File: src/rtl/pcicm_pkg.sv
// constants, register map and carrier types of the pci config mirror bank
package pcicm_pkg;

    // register byte addresses on the local bus
    localparam int unsigned ADDR_W = 8;
    localparam logic [7:0] OFS_CMD   = 8'h00;
    localparam logic [7:0] OFS_CLASS = 8'h04;
    localparam logic [7:0] OFS_LINE  = 8'h08;
    localparam logic [7:0] OFS_ISTS  = 8'h0C;
    localparam logic [7:0] OFS_IMSK  = 8'h10;

    // command/status mirror bit positions
    localparam int unsigned BIT_IO_SPACE_ENABLE   = 0;
    localparam int unsigned BIT_MEMORY_SPACE_ENABLE  = 1;
    localparam int unsigned BIT_BUS_MASTER_ENABLE  = 2;
    localparam int unsigned BIT_SPC     = 3;
    localparam int unsigned BIT_MWI     = 4;
    localparam int unsigned BIT_PAL     = 5;
    localparam int unsigned BIT_PERR_RS = 6;
    localparam int unsigned BIT_STEP    = 7;
    localparam int unsigned BIT_SYSTEM_ERROR_PIN_ENABLE = 8;
    localparam int unsigned BIT_QTURN   = 9;
    localparam int unsigned BIT_DET_PE  = 31;

    // class/revision fields and reset values
    localparam int unsigned CLS_BASE_LSB = 24;
    localparam int unsigned CLS_SUB_LSB  = 16;
    localparam int unsigned CLS_PROG_LSB = 8;
    localparam logic [7:0] CLS_BASE_RST = 8'h11;
    localparam logic [7:0] CLS_SUB_RST  = 8'h80;
    localparam logic [7:0] CLS_PROG_RST = 8'h00;

    // line/latency/header mirror fields and values
    localparam int unsigned LINE_LAT_LSB = 8;
    localparam logic [7:0] LINE_LAT_RST = 8'h00;
    localparam logic [7:0] LINE_LEN_RST = 8'h00;
    localparam logic [7:0] LINE_LEN_16B = 8'h04;
    localparam logic [15:0] LINE_FIXED   = 16'h0000;

    // interrupt status/mask bits
    localparam int unsigned IRQ_W    = 2;
    localparam int unsigned IRQ_PERR = 0;
    localparam int unsigned IRQ_SERR = 1;

    typedef struct packed {
        logic system_error_pin_enable;
        logic par_resp;
        logic mwi_en;
        logic spc_en;
        logic bm_en;
        logic mem_en;
    } pcicm_cmd_s;

    typedef struct packed {
        logic        read;
        logic        write;
        logic [7:0]  address;
        logic [31:0] writedata;
        logic [3:0]  byteenable;
    } pcicm_avm_s;

    typedef struct packed {
        pcicm_cmd_s       cmd;
        logic             det_pe;
        logic [31:0]      cls;
        logic [7:0]       lat;
        logic [7:0]       len;
        logic [IRQ_W-1:0] ists;
        logic [IRQ_W-1:0] imsk;
        logic             perr_drv;
        logic             serr_drv;
        logic             ack;
        logic [31:0]      rdata;
    } pcicm_state_s;

endpackage : pcicm_pkg

File: src/rtl/pcicm_regs.sv
// pci configuration mirror register bank with avalon-mm slave
// How it works
// - quick turnaround enable reads zero; fast back-to-back never enabled.
// - system error pin driven only when system error pin enable set.
// - no address stepping; address stepping control reads zero.
// - parity response set: detected parity error drives parity error pin.
// - parity response clear: flag still set, pin stays quiet.
// - palette snoop bit reads zero.
// - write and invalidate allowed only while its enable is set.
// - special cycles ignored unless special cycle bit set; resets to zero.
// - master transactions start only while bus master enable set.
// - memory target accesses accepted only while memory space enable set.
// - io accesses never accepted; io space enable reads zero.
// - class fields writable, reset 11h, 80h and zero.
// - low class byte is writable revision field, reset to identity code.
// - self test and header layout fields read-only zero.
// - tenure limit and line length writable, both reset zero.
// - unsupported line length write leaves zero; 4h is kept.
//
// The placing of the registers and register access over Avalon-MM were chosen for this implementation.
module pcicm_regs #(
    // arbitrary neutral revision value
    parameter logic [7:0] REV_RST = 8'h5A
) (
    input  wire logic                        ref_clk,
    input  wire logic                        rst_n,
    input  wire logic                        avs_read,
    input  wire logic                        avs_write,
    input  wire logic [pcicm_pkg::ADDR_W-1:0] avs_address,
    input  wire logic [31:0]                 avs_writedata,
    input  wire logic [3:0]                  avs_byteenable,
    output logic      [31:0]                 avs_readdata,
    output logic                             avs_waitrequest,
    input  wire logic                        parity_err_seen,
    input  wire logic                        sys_err_cond,
    input  wire logic                        master_req,
    input  wire logic                        write_invalidate_req,
    input  wire logic                        mem_hit,
    input  wire logic                        io_hit,
    input  wire logic                        special_cycle_seen,
    output logic                             master_start,
    output logic                             write_invalidate_use,
    output logic                             mem_target_accept,
    output logic                             io_target_accept,
    output logic                             special_cycle_accept,
    output logic                             quick_turnaround_enable,
    output logic                             parity_error_pin_o,
    output logic                             parity_error_pin_oe,
    output logic                             system_error_pin_o,
    output logic                             system_error_pin_oe,
    output logic                             detected_parity_error_flag,
    output logic                             irq
);

    // elaboration check: the register map needs five address bits
    if ($bits(avs_address) < 5) begin : g_addr_check
        $error("address too narrow for register map");
    end

    pcicm_pkg::pcicm_state_s st_q;
    pcicm_pkg::pcicm_state_s st_d;
    pcicm_pkg::pcicm_avm_s   req;
    logic                    req_any;
    logic                    wr_go;
    logic [31:0]             wmerge;

    assign req = '{read: avs_read, write: avs_write,
                   address: avs_address, writedata: avs_writedata,
                   byteenable: avs_byteenable};
    assign req_any = req.read | req.write;
    // first cycle of every access waits, second completes
    assign avs_waitrequest = req_any & ~st_q.ack;
    assign wr_go = req.write & st_q.ack;

    function automatic logic [31:0] be_merge(
        input logic [31:0] old_v,
        input logic [31:0] new_v,
        input logic [3:0]  be
    );
        logic [31:0] r;
        r = old_v;
        for (int i = 0; i < 4; i++) begin
            if (be[i]) begin
                r[i*8 +: 8] = new_v[i*8 +: 8];
            end
        end
        return r;
    endfunction

    // command mirror image; fixed bits read as zero
    function automatic logic [31:0] cmd_word(
        input pcicm_pkg::pcicm_state_s s
    );
        logic [31:0] w;
        w = 32'h0000_0000;
        w[pcicm_pkg::BIT_MEMORY_SPACE_ENABLE]  = s.cmd.mem_en;
        w[pcicm_pkg::BIT_BUS_MASTER_ENABLE]  = s.cmd.bm_en;
        w[pcicm_pkg::BIT_SPC]     = s.cmd.spc_en;
        w[pcicm_pkg::BIT_MWI]     = s.cmd.mwi_en;
        w[pcicm_pkg::BIT_PERR_RS] = s.cmd.par_resp;
        w[pcicm_pkg::BIT_SYSTEM_ERROR_PIN_ENABLE] = s.cmd.system_error_pin_enable;
        w[pcicm_pkg::BIT_DET_PE]  = s.det_pe;
        return w;
    endfunction

    function automatic logic [31:0] rd_word(
        input pcicm_pkg::pcicm_state_s s,
        input logic [7:0]              a
    );
        logic [31:0] w;
        w = 32'h0000_0000;
        case (a)
            pcicm_pkg::OFS_CMD: begin
                w = cmd_word(s);
            end
            pcicm_pkg::OFS_CLASS: begin
                w = s.cls;
            end
            pcicm_pkg::OFS_LINE: begin
                w = {pcicm_pkg::LINE_FIXED, s.lat, s.len};
            end
            pcicm_pkg::OFS_ISTS: begin
                w[pcicm_pkg::IRQ_W-1:0] = s.ists;
            end
            pcicm_pkg::OFS_IMSK: begin
                w[pcicm_pkg::IRQ_W-1:0] = s.imsk;
            end
            default: begin
                w = 32'h0000_0000;
            end
        endcase
        return w;
    endfunction

    assign wmerge = be_merge(rd_word(st_q, req.address),
                             req.writedata, req.byteenable);

    always_comb begin
        st_d = st_q;
        st_d.ack = req_any & ~st_q.ack;
        if (req_any & ~st_q.ack) begin
            st_d.rdata = rd_word(st_q, req.address);
        end
        if (wr_go) begin
            case (req.address)
                pcicm_pkg::OFS_CMD: begin
                    if (req.byteenable[0]) begin
                        st_d.cmd.mem_en   = wmerge[pcicm_pkg::BIT_MEMORY_SPACE_ENABLE];
                        st_d.cmd.bm_en    = wmerge[pcicm_pkg::BIT_BUS_MASTER_ENABLE];
                        st_d.cmd.spc_en   = wmerge[pcicm_pkg::BIT_SPC];
                        st_d.cmd.mwi_en   = wmerge[pcicm_pkg::BIT_MWI];
                        st_d.cmd.par_resp = wmerge[pcicm_pkg::BIT_PERR_RS];
                    end
                    if (req.byteenable[1]) begin
                        st_d.cmd.system_error_pin_enable = wmerge[pcicm_pkg::BIT_SYSTEM_ERROR_PIN_ENABLE];
                    end
                    if (req.byteenable[3] &&
                        req.writedata[pcicm_pkg::BIT_DET_PE]) begin
                        st_d.det_pe = 1'b0;
                    end
                end
                pcicm_pkg::OFS_CLASS: begin
                    st_d.cls = wmerge;
                end
                pcicm_pkg::OFS_LINE: begin
                    st_d.lat = wmerge[pcicm_pkg::LINE_LAT_LSB +: 8];
                    if (req.byteenable[0]) begin
                        // only disabled or 16-byte lines survive
                        st_d.len = (req.writedata[7:0] ==
                                    pcicm_pkg::LINE_LEN_16B) ?
                                   pcicm_pkg::LINE_LEN_16B :
                                   pcicm_pkg::LINE_LEN_RST;
                    end
                end
                pcicm_pkg::OFS_ISTS: begin
                    if (req.byteenable[0]) begin
                        st_d.ists = st_q.ists &
                            ~req.writedata[pcicm_pkg::IRQ_W-1:0];
                    end
                end
                pcicm_pkg::OFS_IMSK: begin
                    if (req.byteenable[0]) begin
                        st_d.imsk = req.writedata[pcicm_pkg::IRQ_W-1:0];
                    end
                end
                default: begin
                    st_d.cls = st_q.cls;
                end
            endcase
        end
        // events after software clears so a set in the same cycle wins
        st_d.perr_drv = parity_err_seen & st_q.cmd.par_resp;
        st_d.serr_drv = sys_err_cond & st_q.cmd.system_error_pin_enable;
        if (parity_err_seen) begin
            st_d.det_pe = 1'b1;
            st_d.ists[pcicm_pkg::IRQ_PERR] = 1'b1;
        end
        if (st_d.serr_drv & ~st_q.serr_drv) begin
            st_d.ists[pcicm_pkg::IRQ_SERR] = 1'b1;
        end
    end

    always_ff @(posedge ref_clk or negedge rst_n) begin
        if (!rst_n) begin
            st_q <= '{cmd: '0, det_pe: 1'b0,
                      cls: {pcicm_pkg::CLS_BASE_RST,
                            pcicm_pkg::CLS_SUB_RST,
                            pcicm_pkg::CLS_PROG_RST, REV_RST},
                      lat: pcicm_pkg::LINE_LAT_RST,
                      len: pcicm_pkg::LINE_LEN_RST,
                      ists: '0, imsk: '0, perr_drv: 1'b0,
                      serr_drv: 1'b0, ack: 1'b0,
                      rdata: 32'h0000_0000};
        end else begin
            st_q <= st_d;
        end
    end

    assign avs_readdata = st_q.rdata;
    // open-drain pins pull low while enabled
    assign parity_error_pin_o  = 1'b0;
    assign parity_error_pin_oe = st_q.perr_drv;
    assign system_error_pin_o  = 1'b0;
    assign system_error_pin_oe = st_q.serr_drv;
    assign master_start = master_req & st_q.cmd.bm_en;
    assign write_invalidate_use = write_invalidate_req &
                                  st_q.cmd.mwi_en & st_q.cmd.bm_en;
    assign mem_target_accept = mem_hit & st_q.cmd.mem_en;
    assign io_target_accept = io_hit & 1'b0;
    assign special_cycle_accept = special_cycle_seen &
                                  st_q.cmd.spc_en;
    assign quick_turnaround_enable = 1'b0;
    assign detected_parity_error_flag = st_q.det_pe;
    assign irq = |(st_q.ists & st_q.imsk);

    logic rd_cmd;
    logic rd_line;
    assign rd_cmd  = req.read & st_q.ack & (req.address == pcicm_pkg::OFS_CMD);
    assign rd_line = req.read & st_q.ack &
                     (req.address == pcicm_pkg::OFS_LINE);
endmodule // pcicm_regs

File: config.mk
export PLATFORM = sky130hd
export DESIGN_NAME = pcicm_regs
export DESIGN_NICKNAME = d
export VERILOG_FILES = /design/src/rtl/pcicm_pkg.sv /design/src/rtl/pcicm_regs.sv
export SDC_FILE = /design/constraint.sdc
export NUM_CORES = 1
export LEC_CHECK = 0
export BUFFER_PORTS_ARGS = -buffer_cell sky130_fd_sc_hd__buf_2
export CAP_MARGIN = 20
export CORE_MARGIN = 2
export CORE_UTILIZATION = 45
export CTS_BUF_LIST = sky130_fd_sc_hd__clkbuf_16
export DETAILED_ROUTE_END_ITERATION = 10
export GPL_TIMING_DRIVEN = 0
export PLACE_DENSITY_LB_ADDON = 0.08
export SETUP_SLACK_MARGIN = 0.1
export SYNTH_ARGS = -nofsm -noshare
export SYNTH_HDL_FRONTEND = slang
export SYNTH_SLANG_ARGS = --single-unit
File: constraint.sdc
create_clock -name ref_clk -period 2.6 [get_ports ref_clk]
set_input_delay 0.26 -clock ref_clk [delete_from_list [all_inputs] [get_ports ref_clk]]
set_output_delay 0.26 -clock ref_clk [all_outputs]
set_load 0.01 [all_outputs]
### Yosys cells after proc, flatten, opt, wreduce, memory -nomap -nowiden

Index checks and enable logic that the tools add are counted.

* eq/ne operators: 5
* multiplexer cells: 21
* bitwise operators: 16
* reduce and logical (&&, ||, !) cells: 27

Operators by type and width (count)
* one-hot mux 30 bit (3 select lines): 1
* two-way mux 53 bit: 1
* two-way mux 8 bit: 5
* AND reduction 3 bit: 11
* two-way mux 32 bit: 1
* two-way mux 30 bit: 1
* nonzero test 2 bit: 11
* equality test 8 x 3 -> 1 bit, second input constant: 2
* equality test 8 x 4 -> 1 bit, second input constant: 2
* two-way mux 16 bit: 1
* AND 1 bit: 10
* one-hot mux 2 bit (5 select lines): 1
* equality test 8 x 5 -> 1 bit, second input constant: 1
* zero test 8 bit: 1
* two-way mux 2 bit: 4
* two-way mux 1 bit: 5
* AND 2 bit: 2
* AND reduction 2 bit: 2
* two-way mux 3 bit: 1
* NOT 1 bit: 2
* NOT 2 bit: 1
* OR reduction 2 bit: 1
* logical AND 1 bit: 1
* bitwise OR 1 bit: 1

* bits in registers: 94
* input bits: 55
* output and inout port bits: 45

### Longest topological paths before layout

Gate-level depths: netlist (run 1).

* depth after elaboration: 6
* gate-level depth with buffers: 7

### Least setup slack after synthesis (run 1)

OpenSTA, ideal clock, no wires.

* path type: input-to-reg
* start point: input port avs_address[2] in the netlist's numbering
* end point: register st_q[63] in the netlist's numbering
* arrival: 1.510 ns
* data required time: 2.473 ns
* setup slack: 0.963 ns
* cell stages on the path: 7
* path buffers: 3
* cells stage by stage: buf_4 > nor4b_1 > and3_1 > buf_6 > o21a_4 > buf_6 > mux2_1

* word-level cells in the longest chain between the ends: 3

Ends and longest elaborated chain
* start: declaration: line pcicm_regs.sv:29 `input wire logic [pcicm_pkg::ADDR_W-1:0] avs_address,`
* equality test 8 x 4 -> 1 bit: line pcicm_regs.sv:112 `case (a)`
* two-way mux 30 bit
* two-way mux 8 bit: line pcicm_regs.sv:83 `if (be[i]) begin`
* end signal: assignment: line pcicm_regs.sv:205 `st_q <= '{cmd: '0, det_pe: 1'b0,`
* end signal: assignment: line pcicm_regs.sv:215 `st_q <= st_d;`
* end: declaration: line pcicm_regs.sv:60 `pcicm_pkg::pcicm_state_s st_q;`

Several ways; a longest one is shown, not always the timed one. The select of a mux whose other input is x is not followed.
A chain may end at the register's enable or synchronous reset.

### Final worst setup path (run 1)

* start point: register st_q[32] in the netlist's numbering
* end point: register st_q[63] in the netlist's numbering

* word-level cells in the longest chain between the ends: 2

Ends and longest elaborated chain
* AND 1 bit: line pcicm_regs.sv:73 `assign wr_go = req.write & st_q.ack;`
* AND reduction 2 bit (no line)

Every way passes these cells.

==> results.json, run 1 <==
{
  "outcome": "complete, no violations",
  "min_path_cells": 2,
  "final_cell_mix": "buf_2 (96), dfrtp_1 (80), buf_4 (40)",
  "cts_tree": "yes",
  "io_buffers": 94,
  "routed-wl-met3_um": 413,
  "cp_num_cells": 6,
  "ys_async_sr_fraction_pct": 100.0,
  "worstSetupPathType": "reg -> reg",
  "cpMostUsedCell": "buf_6",
  "cp-end-kind": "flip-flop",
  "cp_cell_sequence": "and2_1 -> and3_1 -> buf_6 -> o21a_4 -> buf_6 -> mux2_1",
  "required_ns": 2.81,
  "powerDensity_nw_per_um2": 568.3,
  "die-area_um2": 9787,
  "drive_gt1_share_pct": 44.17,
  "tightest_slew_ns": 0.6943,
  "routedWlPerCell_um": 15.29,
  "htreeDepth": 3,
  "cp_top_family": "simple AND/OR/NAND/NOR gates",
  "cap_viol_max_count": 0,
  "period_share_pct": 65.80,
  "clockRootBuffer": "clkbuf_16",
  "die_w_um": 98.93,
  "grt.overflow.total": 0,
  "vias_per_cell": 5.056,
  "syn_inst": 331,
  "syn-mean-instance-area_um2": 12.25,
  "nets": 496,
  "cts.sinks": 87,
  "antenna_cells": 0,
  "synth_warnings": 0,
  "total_power_w": 0.002852,
  "slew_violations": 0,
  "critPathLaunchType": "flip-flop",
  "wl_mm": 8.470,
  "ant_nets": 0,
  "finalCriticalPeriod_ns": 1.711,
  "setup_viol": 0,
  "cts_resized": 0,
  "synth_flop_cell": "dfrtp_1",
  "arrival_ns": 1.92,
  "dr.pass1.iters": 4,
  "antenna_found_initial": 0,
  "finalWeightedCongestion": 0.7913,
  "power_leakage_nw": 2.645,
  "max_freq_mhz": 584.5,
  "wl_met2_mm": 3.729,
  "slew_headroom_pct": 53.62,
  "drt_iter0_drc": 65,
  "dpl.hpwl_mm": 6.283,
  "area_growth_pct": 23.73,
  "ioPinCount": 100,
  "via_count": 2801,
  "rsz0062_at_grt": "no",
  "grt_usage_pct": 18.49,
  "netlist-cell-type-count": 39,
  "routed.top_layer": "met4",
  "synth_edf_count": 0,
  "insertion_delay_ns": 0.33,
  "grt_pass1_wl_mm": 14.39,
  "peakVddDrop_mv": 0.3551,
  "crit_fanout": 10,
  "num_rows": 34,
  "clkTransAtPathRegs_ns": 0.07,
  "synth_area_um2": 4055,
  "clock-skew-final_ns": 0.006095,
  "clock_path_buffers": 2,
  "fill_cells": 782,
  "finalHoldViolCount": 0,
  "ys_seq_elements": 87,
  "core_um2": 8721,
  "die_h_um": 98.93,
  "fin_setup_tns_ns": 0,
  "r2r_cells": 6,
  "wl_met1_mm": 4.200,
  "ys_seq_area_share_pct": 53.90,
  "min_path_type": "in -> reg",
  "start_util_pct": 46.50,
  "crit_buf_inv": 2,
  "grt_max_degree": 62,
  "layout_commonest_cell": "buf_2",
  "slowest_stage": "dfrtp_1",
  "drcViolationCount": 0,
  "cts_buffers": 9,
  "max_stage_delay_ns": 0.35,
  "first_global_vias": 2833
}
## through the flow
step                hold WS (ns)  worst slack (ns)  instances  instance area [um^2]  utilization [%]
floorplan               -0.03559            0.9626        334                  4066                -
global placement          0.4653            0.5036        536                  4672            53.57
detailed placement        0.2006            0.6408        537                  4702            53.92
CTS                       0.1399            0.8695        554                  5017            57.53
global route              0.1536            0.7373        554                  5017            57.53
finish                    0.1421            0.8892        554                  5017            57.53
## what timing repair did
item | 4_1_cts | 5_1_grt
hold buffers | 1 | 0
hold endpoints to repair | 24 | 0
endpoints found under the setup margin | 0 | 0
setup buffers | 0 | 0
## per-layer routing
layer	global-route usage, %	vias to the layer above
li1	-	1382
met2	28.01	78
met4	5.690	0
met5	0	-
met3	3.121	13
met1	27.29	1328
## layout make-up
type                            count  area, um^2  area share (%)
Buffer                             51       371.6           7.406
Timing Repair Buffer               96       510.5           10.17
Inverter                            3       11.26          0.2244
Clock inverter                      7       80.08           1.596
Multi-Input combinational cell    193        1498           29.85
Sequential cell                    87        2186           43.57
Tap cell                          108       135.1           2.693
Clock buffer                        9       225.2           4.489
## report_power, final
group / leakage, nW / total [W] / internal (W) / switching, W
sequential: 1.18 / 0.00138 / 0.00137 / 0.0000104
clock: 0.148 / 0.00129 / 0.000756 / 0.000533
combinational: 1.32 / 0.000182 / 0.0000715 / 0.000110
total: 2.65 / 0.00285 / 0.00220 / 0.000653
## cells by family after synthesis
logic type / after synthesis / synth area share, %
compound gates: 74 / 13.17
buf+inv: 54 / 9.441
flops: 87 / 53.90
mux: 42 / 12.80
other cells: 1 / 0.09248
simple gates: 73 / 10.58
## synth_stat cells (all sizes together) (4+ instances only)
cell type / n / share of area [%]
nor2: 4 / 0.37
nand2: 28 / 3.1
o21ai: 20 / 2.5
a22o: 21 / 4.5
buf: 46 / 8.7
nand3: 8 / 1.3
a2bb2oi: 6 / 1.3
and3: 5 / 0.89
mux2i: 5 / 1.2
and2: 9 / 1.4
a21oi: 4 / 0.49
dfstp: 7 / 4.5
nor4: 4 / 0.99
clkbuf: 5 / 0.46
mux2: 37 / 12
nand2b: 6 / 0.93
a22oi: 11 / 2.0
o31ai: 6 / 1.1
dfrtp: 80 / 49
## state kept, by name, indices dropped and copies added, names as in the netlist
name                        flops
st_q                           52
avs_readdata                   32
detected_parity_error_flag      1
parity_error_pin_oe             1
system_error_pin_oe             1
## worst reg2reg max path, delay by kind of cell (launching register included)
kind                   cells  cell delay, ns
buffers and inverters      2            0.30
AOI/OAI and AO/OA          1            0.14
and+or+nand+nor            2            0.48
muxes                      1            0.32
DFF                        1            0.35
## final timing paths
kind / slack, ns / end / start
max in group asynchronous: 1.55 / st_q[61] / rst_n
setup / recovery: 0.89 / st_q[63] / st_q[32]
hold reg to reg: 0.48 / avs_readdata[2] / avs_readdata[2]
setup reg to reg: 0.89 / st_q[63] / st_q[32]
hold / removal: 0.14 / st_q[75] / avs_writedata[20]
min in group asynchronous: 0.38 / avs_readdata[16] / rst_n
(Power assumes the default switching activity.)
==> run 2, diff against run 1 <==
Clock period 2.6 ns to 1.6 ns, I/O delays scaled along.
==> run 2 against run 1 <==
Compared with the run above:
- clock power is 78% higher
- clock skew fell by 0.0027 ns
- combinational power is 80% higher
- hold slack worse by 0.11 ns
- final cell count rose by 1.3%
- worst setup slack worse by 0.79 ns
- total power increased by 71%
- non-clock buffer count grew 7
- wire length grew 4.7%
- maximum frequency is 14% higher
- utilization up 1.5 points
- critical path depth did not move
- largest cell class unchanged
==> results.json, run 2 (synthesized netlist as in run 1, its figures left out) <==
{
  "outcome": "complete, no violations",
  "final_cell_mix": "buf_2 (96), dfrtp_1 (80), buf_4 (47)",
  "clockRootBuffer": "clkbuf_16",
  "drive_gt1_share_pct": 47.02,
  "drt_iter0_drc": 115,
  "insertion_delay_ns": 0.33,
  "dr.pass1.iters": 4,
  "layout_commonest_cell": "buf_2",
  "htreeDepth": 3,
  "cap_viol_max_count": 0,
  "grt_usage_pct": 19.39,
  "top_register": "st_q",
  "fin_setup_tns_ns": 0,
  "finalWeightedCongestion": 0.8310,
  "routedWlPerCell_um": 15.81,
  "antenna_cells": 0,
  "core_um2": 8721,
  "clkTransAtPathRegs_ns": 0.07,
  "power_leakage_nw": 2.711,
  "area_growth_pct": 27.03,
  "grt.overflow.total": 0,
  "via_count": 2842,
  "setup_slack_ns": 0.1004,
  "dpl.hpwl_mm": 6.349,
  "arrival_ns": 1.72,
  "io_buffers": 94,
  "largest_register_ffs": 52,
  "die_w_um": 98.93,
  "wl_mm": 8.871,
  "antenna_found_initial": 0,
  "worstSetupPathType": "reg -> reg",
  "powerDensity_nw_per_um2": 944.6,
  "period_share_pct": 93.73,
  "cts.sinks": 87,
  "rsz0062_at_grt": "yes",
  "peakVddDrop_mv": 0.6446,
  "max_freq_mhz": 666.8,
  "start_util_pct": 46.50,
  "cp_cell_sequence": "and2_4 -> and3_4 -> buf_8 -> o21a_4 -> buf_6 -> mux2_1",
  "die-area_um2": 9787,
  "max_stage_delay_ns": 0.37,
  "vias_per_cell": 5.066,
  "slew_violations": 0,
  "fin_util_pct": 59.07,
  "slew_headroom_pct": 61.31,
  "fill_cells": 751,
  "setup_viol": 0,
  "holdWs_ns": 0.03278,
  "cts_buffers": 9,
  "first_global_vias": 2927,
  "nets": 503,
  "clock-skew-final_ns": 0.003431,
  "finalHoldViolCount": 0,
  "crit_buf_inv": 2,
  "clock_path_buffers": 2,
  "min_path_type": "in -> reg",
  "cts_tree": "yes",
  "crit_fanout": 5,
  "ant_nets": 0,
  "cp-end-kind": "flip-flop",
  "num_rows": 34,
  "cp_top_family": "flip-flops",
  "critPathLaunchType": "flip-flop",
  "grt_pass1_wl_mm": 14.93,
  "tightest_slew_ns": 0.5803,
  "drcViolationCount": 0,
  "grt_max_degree": 45,
  "ioPinCount": 100,
  "finalCriticalPeriod_ns": 1.500,
  "slowest_stage": "dfrtp_1",
  "required_ns": 1.82,
  "die_h_um": 98.93,
  "place_ws_ns": -0.2919
}
-- run 2: timing repair --
| item | CTS | global route |
|---|---|---|
| gates resized for setup | 7 | 4 |
| hold buffers | 1 | 0 |
| endpoints found under the setup margin | 33 | 21 |
| endpoints found under the hold margin | 39 | 0 |
| buffers inserted | 4 | 3 |
-- run 2: cell type report --
class | count | area [um^2] | share of cell area (%)
flip-flops and latches | 87 | 2186 | 42.43
repair buffers | 103 | 563.0 | 10.93
inverters | 3 | 11.26 | 0.2186
well taps | 108 | 135.1 | 2.623
clock inverters | 7 | 102.6 | 1.992
plain buffers | 51 | 385.4 | 7.481
clock buffers | 9 | 225.2 | 4.372
multi-input cells | 193 | 1543 | 29.95
-- run 2: report_power, final --
part / switching [W] / leakage (nW) / internal [W]
Combinational: 0.000192 / 1.37 / 0.000135
Clock: 0.000903 / 0.162 / 0.00139
Sequential: 0.0000186 / 1.18 / 0.00223
Total: 0.00111 / 2.71 / 0.00375
-- run 2: routing by layer --
layer,track usage [%],vias up,part of all wire (%)
met5,0,-,0
met1,28.64,1375,48
met4,6.217,0,0.97
met2,28.79,77,46
met3,3.972,7,5.1
li1,-,1383,-
-- run 2: path summary, 6_finish.rpt --
| path | from | endpoint | slack [ns] | cells after the start |
|---|---|---|---|---|
| min | avs_writedata[20] | st_q[75] | 0.03 | 2 |
| min reg2reg | st_q[41] | st_q[41] | 0.48 | 2 |
| min in group asynchronous | rst_n | avs_readdata[20] | 0.37 | 2 |
| max reg2reg | st_q[32] | st_q[66] | 0.10 | 6 |
| max in group asynchronous | rst_n | st_q[83] | 0.55 | 3 |
| max | st_q[32] | st_q[66] | 0.10 | 6 |
-- run 2: stage by stage --
stage	power, W	instance area, um^2	std cells
after floorplan	0.002402	4075	334
after global placement	0.002577	4681	536
after detailed placement	0.002592	4711	537
after CTS	0.004893	5107	558
after global routing	0.005052	5151	561
final	0.004866	5151	561
-- run 2: worst reg2reg max path, delay by kind of cell, from the launching register on --
family,cells,cell delay (ns)
AO/OA/AOI/OAI,1,0.13
AND/OR/NAND/NOR,2,0.34
multiplexers,1,0.31
flip-flops,1,0.37
buffers and inverters,2,0.24
==> run 3, diff against run 2 <==
Settings changed: BUFFER_PORTS_ARGS -buffer_cell sky130_fd_sc_hd__buf_2 to unset, DONT_BUFFER_PORTS set to 1.
==> run 3 against run 2 <==
Compared with the run above:
- first-iteration DRC count shrank 49%
- clock power shrank 8%
- final cell count shrank 10%
- die area is the same
- global-route usage grew 0.14 points
- highest routed layer unchanged
- critical path type unchanged
- sequential power is essentially flat
- clock skew grew 0.0052 ns
- largest cell class unchanged
- the flow now finishes with violations (negative hold slack)
==> results.json, run 3 (synthesized netlist as in run 1, its figures left out) <==
{
  "tightest_slew_ns": 0.5782,
  "cp_cell_sequence": "and2_4 -> and3_4 -> buf_8 -> o21a_4 -> buf_6 -> mux2_4",
  "ioPinCount": 100,
  "ant_nets": 0,
  "slowest_stage": "dfrtp_1",
  "holdWs_ns": -0.4892,
  "seqCellArea_um2": 2186,
  "use_met2_pct": 28.27,
  "crit_fanout": 5,
  "drcViolationCount": 0,
  "insertion_delay_ns": 0.34,
  "cp_num_cells": 6,
  "clkTransAtPathRegs_ns": 0.07,
  "dpl.hpwl_mm": 6.009,
  "required_ns": 1.82,
  "rr_endpoint": "st_q[63]",
  "drt_iter0_drc": 59,
  "nets": 444,
  "routedWlPerCell_um": 18.07,
  "rsz0062_at_grt": "yes",
  "slew_violations": 0,
  "final_cells": 503,
  "htreeDepth": 3,
  "worstSetupPathType": "reg -> reg",
  "clockRootBuffer": "clkbuf_16",
  "die_w_um": 98.93,
  "first_global_vias": 2699,
  "crit_buf_inv": 2,
  "cts.sinks": 87,
  "die_h_um": 98.93,
  "area_growth_pct": 23.42,
  "dr.pass1.iters": 4,
  "r2r_cells": 6,
  "core_um2": 8721,
  "cts_hold_buf": 36,
  "fin_util_pct": 57.39,
  "die-area_um2": 9787,
  "clock-skew-final_ns": 0.008620,
  "num_rows": 34,
  "finalWeightedCongestion": 0.8007,
  "grt_pass1_wl_mm": 14.78,
  "power_leakage_nw": 2.394,
  "finalHoldViolCount": 87,
  "busiest_layer": "met2",
  "finalCriticalPeriod_ns": 1.483,
  "largest_register_ffs": 52,
  "grt_usage_pct": 19.54,
  "cp_top_family": "flip-flops",
  "min_path_type": "in -> async",
  "antenna_found_initial": 1,
  "layout_commonest_cell": "dfrtp_1",
  "top_register": "st_q",
  "start_util_pct": 46.50,
  "arrival_ns": 1.70,
  "period_share_pct": 92.66,
  "met3_usage_pct": 5.674,
  "powerDensity_nw_per_um2": 922.0,
  "dp_cells": 442,
  "vias_per_cell": 5.320,
  "cts_tree": "yes",
  "multi_input_area_um2": 1567,
  "reg2reg_from": "st_q[32]",
  "fill_cells": 769,
  "cap_viol_max_count": 0,
  "drive_gt1_share_pct": 31.22,
  "via_count": 2676,
  "max_freq_mhz": 674.5,
  "grt_max_degree": 88,
  "wl_mm": 9.091,
  "setup_viol": 0,
  "grt.overflow.total": 0,
  "startpoint": "st_q[32]",
  "outcome": "complete, but fails checks",
  "max_stage_delay_ns": 0.39,
  "slew_headroom_pct": 61.45,
  "final_cell_mix": "dfrtp_1 (80), buf_4 (47), dlygate4sd3_1 (36)",
  "r2r_slack_ns": 0.12,
  "cp-end-kind": "flip-flop",
  "io_buffers": 0,
  "cts_buffers": 9,
  "peakVddDrop_mv": 0.4985,
  "grt_use_met1_pct": 27.93,
  "critPathLaunchType": "flip-flop",
  "violations": "negative hold slack",
  "clock_path_buffers": 2
}
-- run 3: cell count changes in the layout (fill, tap and decap cells not counted), moves of 2 or more --
cell and change:
buf_2 -93, dlygate4sd3_1 +35, clkinvlp_4 +2, mux2_1 -2, mux2_4 +2
-- run 3: layout make-up --
class / instances / area share (%)
sequential: 87 / 43.68
tap: 108 / 2.700
inverter: 3 / 0.2250
clock inverter: 7 / 1.425
timing repair buffer: 44 / 8.400
clock buffer: 9 / 4.500
buffer: 51 / 7.725
antenna: 1 / 0.05000
multi-input combinational: 193 / 31.30
-- run 3: worst reg2reg max path, stage by stage (launching register included) --
cell,delay [ns]
dfrtp_1,0.39
and2_4,0.15
and3_4,0.16
buf_8,0.14
o21a_4,0.11
buf_6,0.13
mux2_4,0.29
-- run 3: how the worst max path moves through the flow --
stage and endpoint:
3_3_place_gp avs_readdata[26], 4_1_cts avs_readdata[25], 2_1_floorplan st_q[63], 5_1_grt st_q[63]
3_5_place_dp avs_readdata[29], 6_report st_q[63]
-- run 3: what timing repair did --
item	in CTS	in global routing
pin swaps	1	2
hold endpoints to repair	132	87
resized for setup	7	11
buffers inserted	5	3
endpoints found under the setup margin	34	31
-- run 3: power breakdown --
| part | total, W | internal, W | switching (W) |
|---|---|---|---|
| sequential | 0.00225 | 0.00223 | 0.0000179 |
| clock | 0.00211 | 0.00121 | 0.000894 |
| combinational | 0.000262 | 0.000139 | 0.000123 |
| total | 0.00461 | 0.00358 | 0.00104 |
-- run 3: metal layers --
| metal | routed length (um) | vias up |
|---|---|---|
| li1 | - | 1269 |
| met1 | 4258 | 1327 |
| met2 | 4080 | 72 |
| met3 | 634 | 8 |
| met4 | 117 | 0 |
| met5 | 0 | - |
-- run 3: per-stage QoR --
step | power (W) | cell area [um^2] | setup slack [ns] | TNS [ns]
floorplan | 0.002402 | 4075 | 0.1225 | 0
global placement | 0.002440 | 4210 | -0.2885 | -5.166
detailed placement | 0.002442 | 4210 | -0.3010 | -5.373
CTS | 0.004633 | 4928 | 0.07450 | 0
global route | 0.004788 | 5005 | 0.07136 | 0
finish | 0.004615 | 5005 | 0.1175 | 0
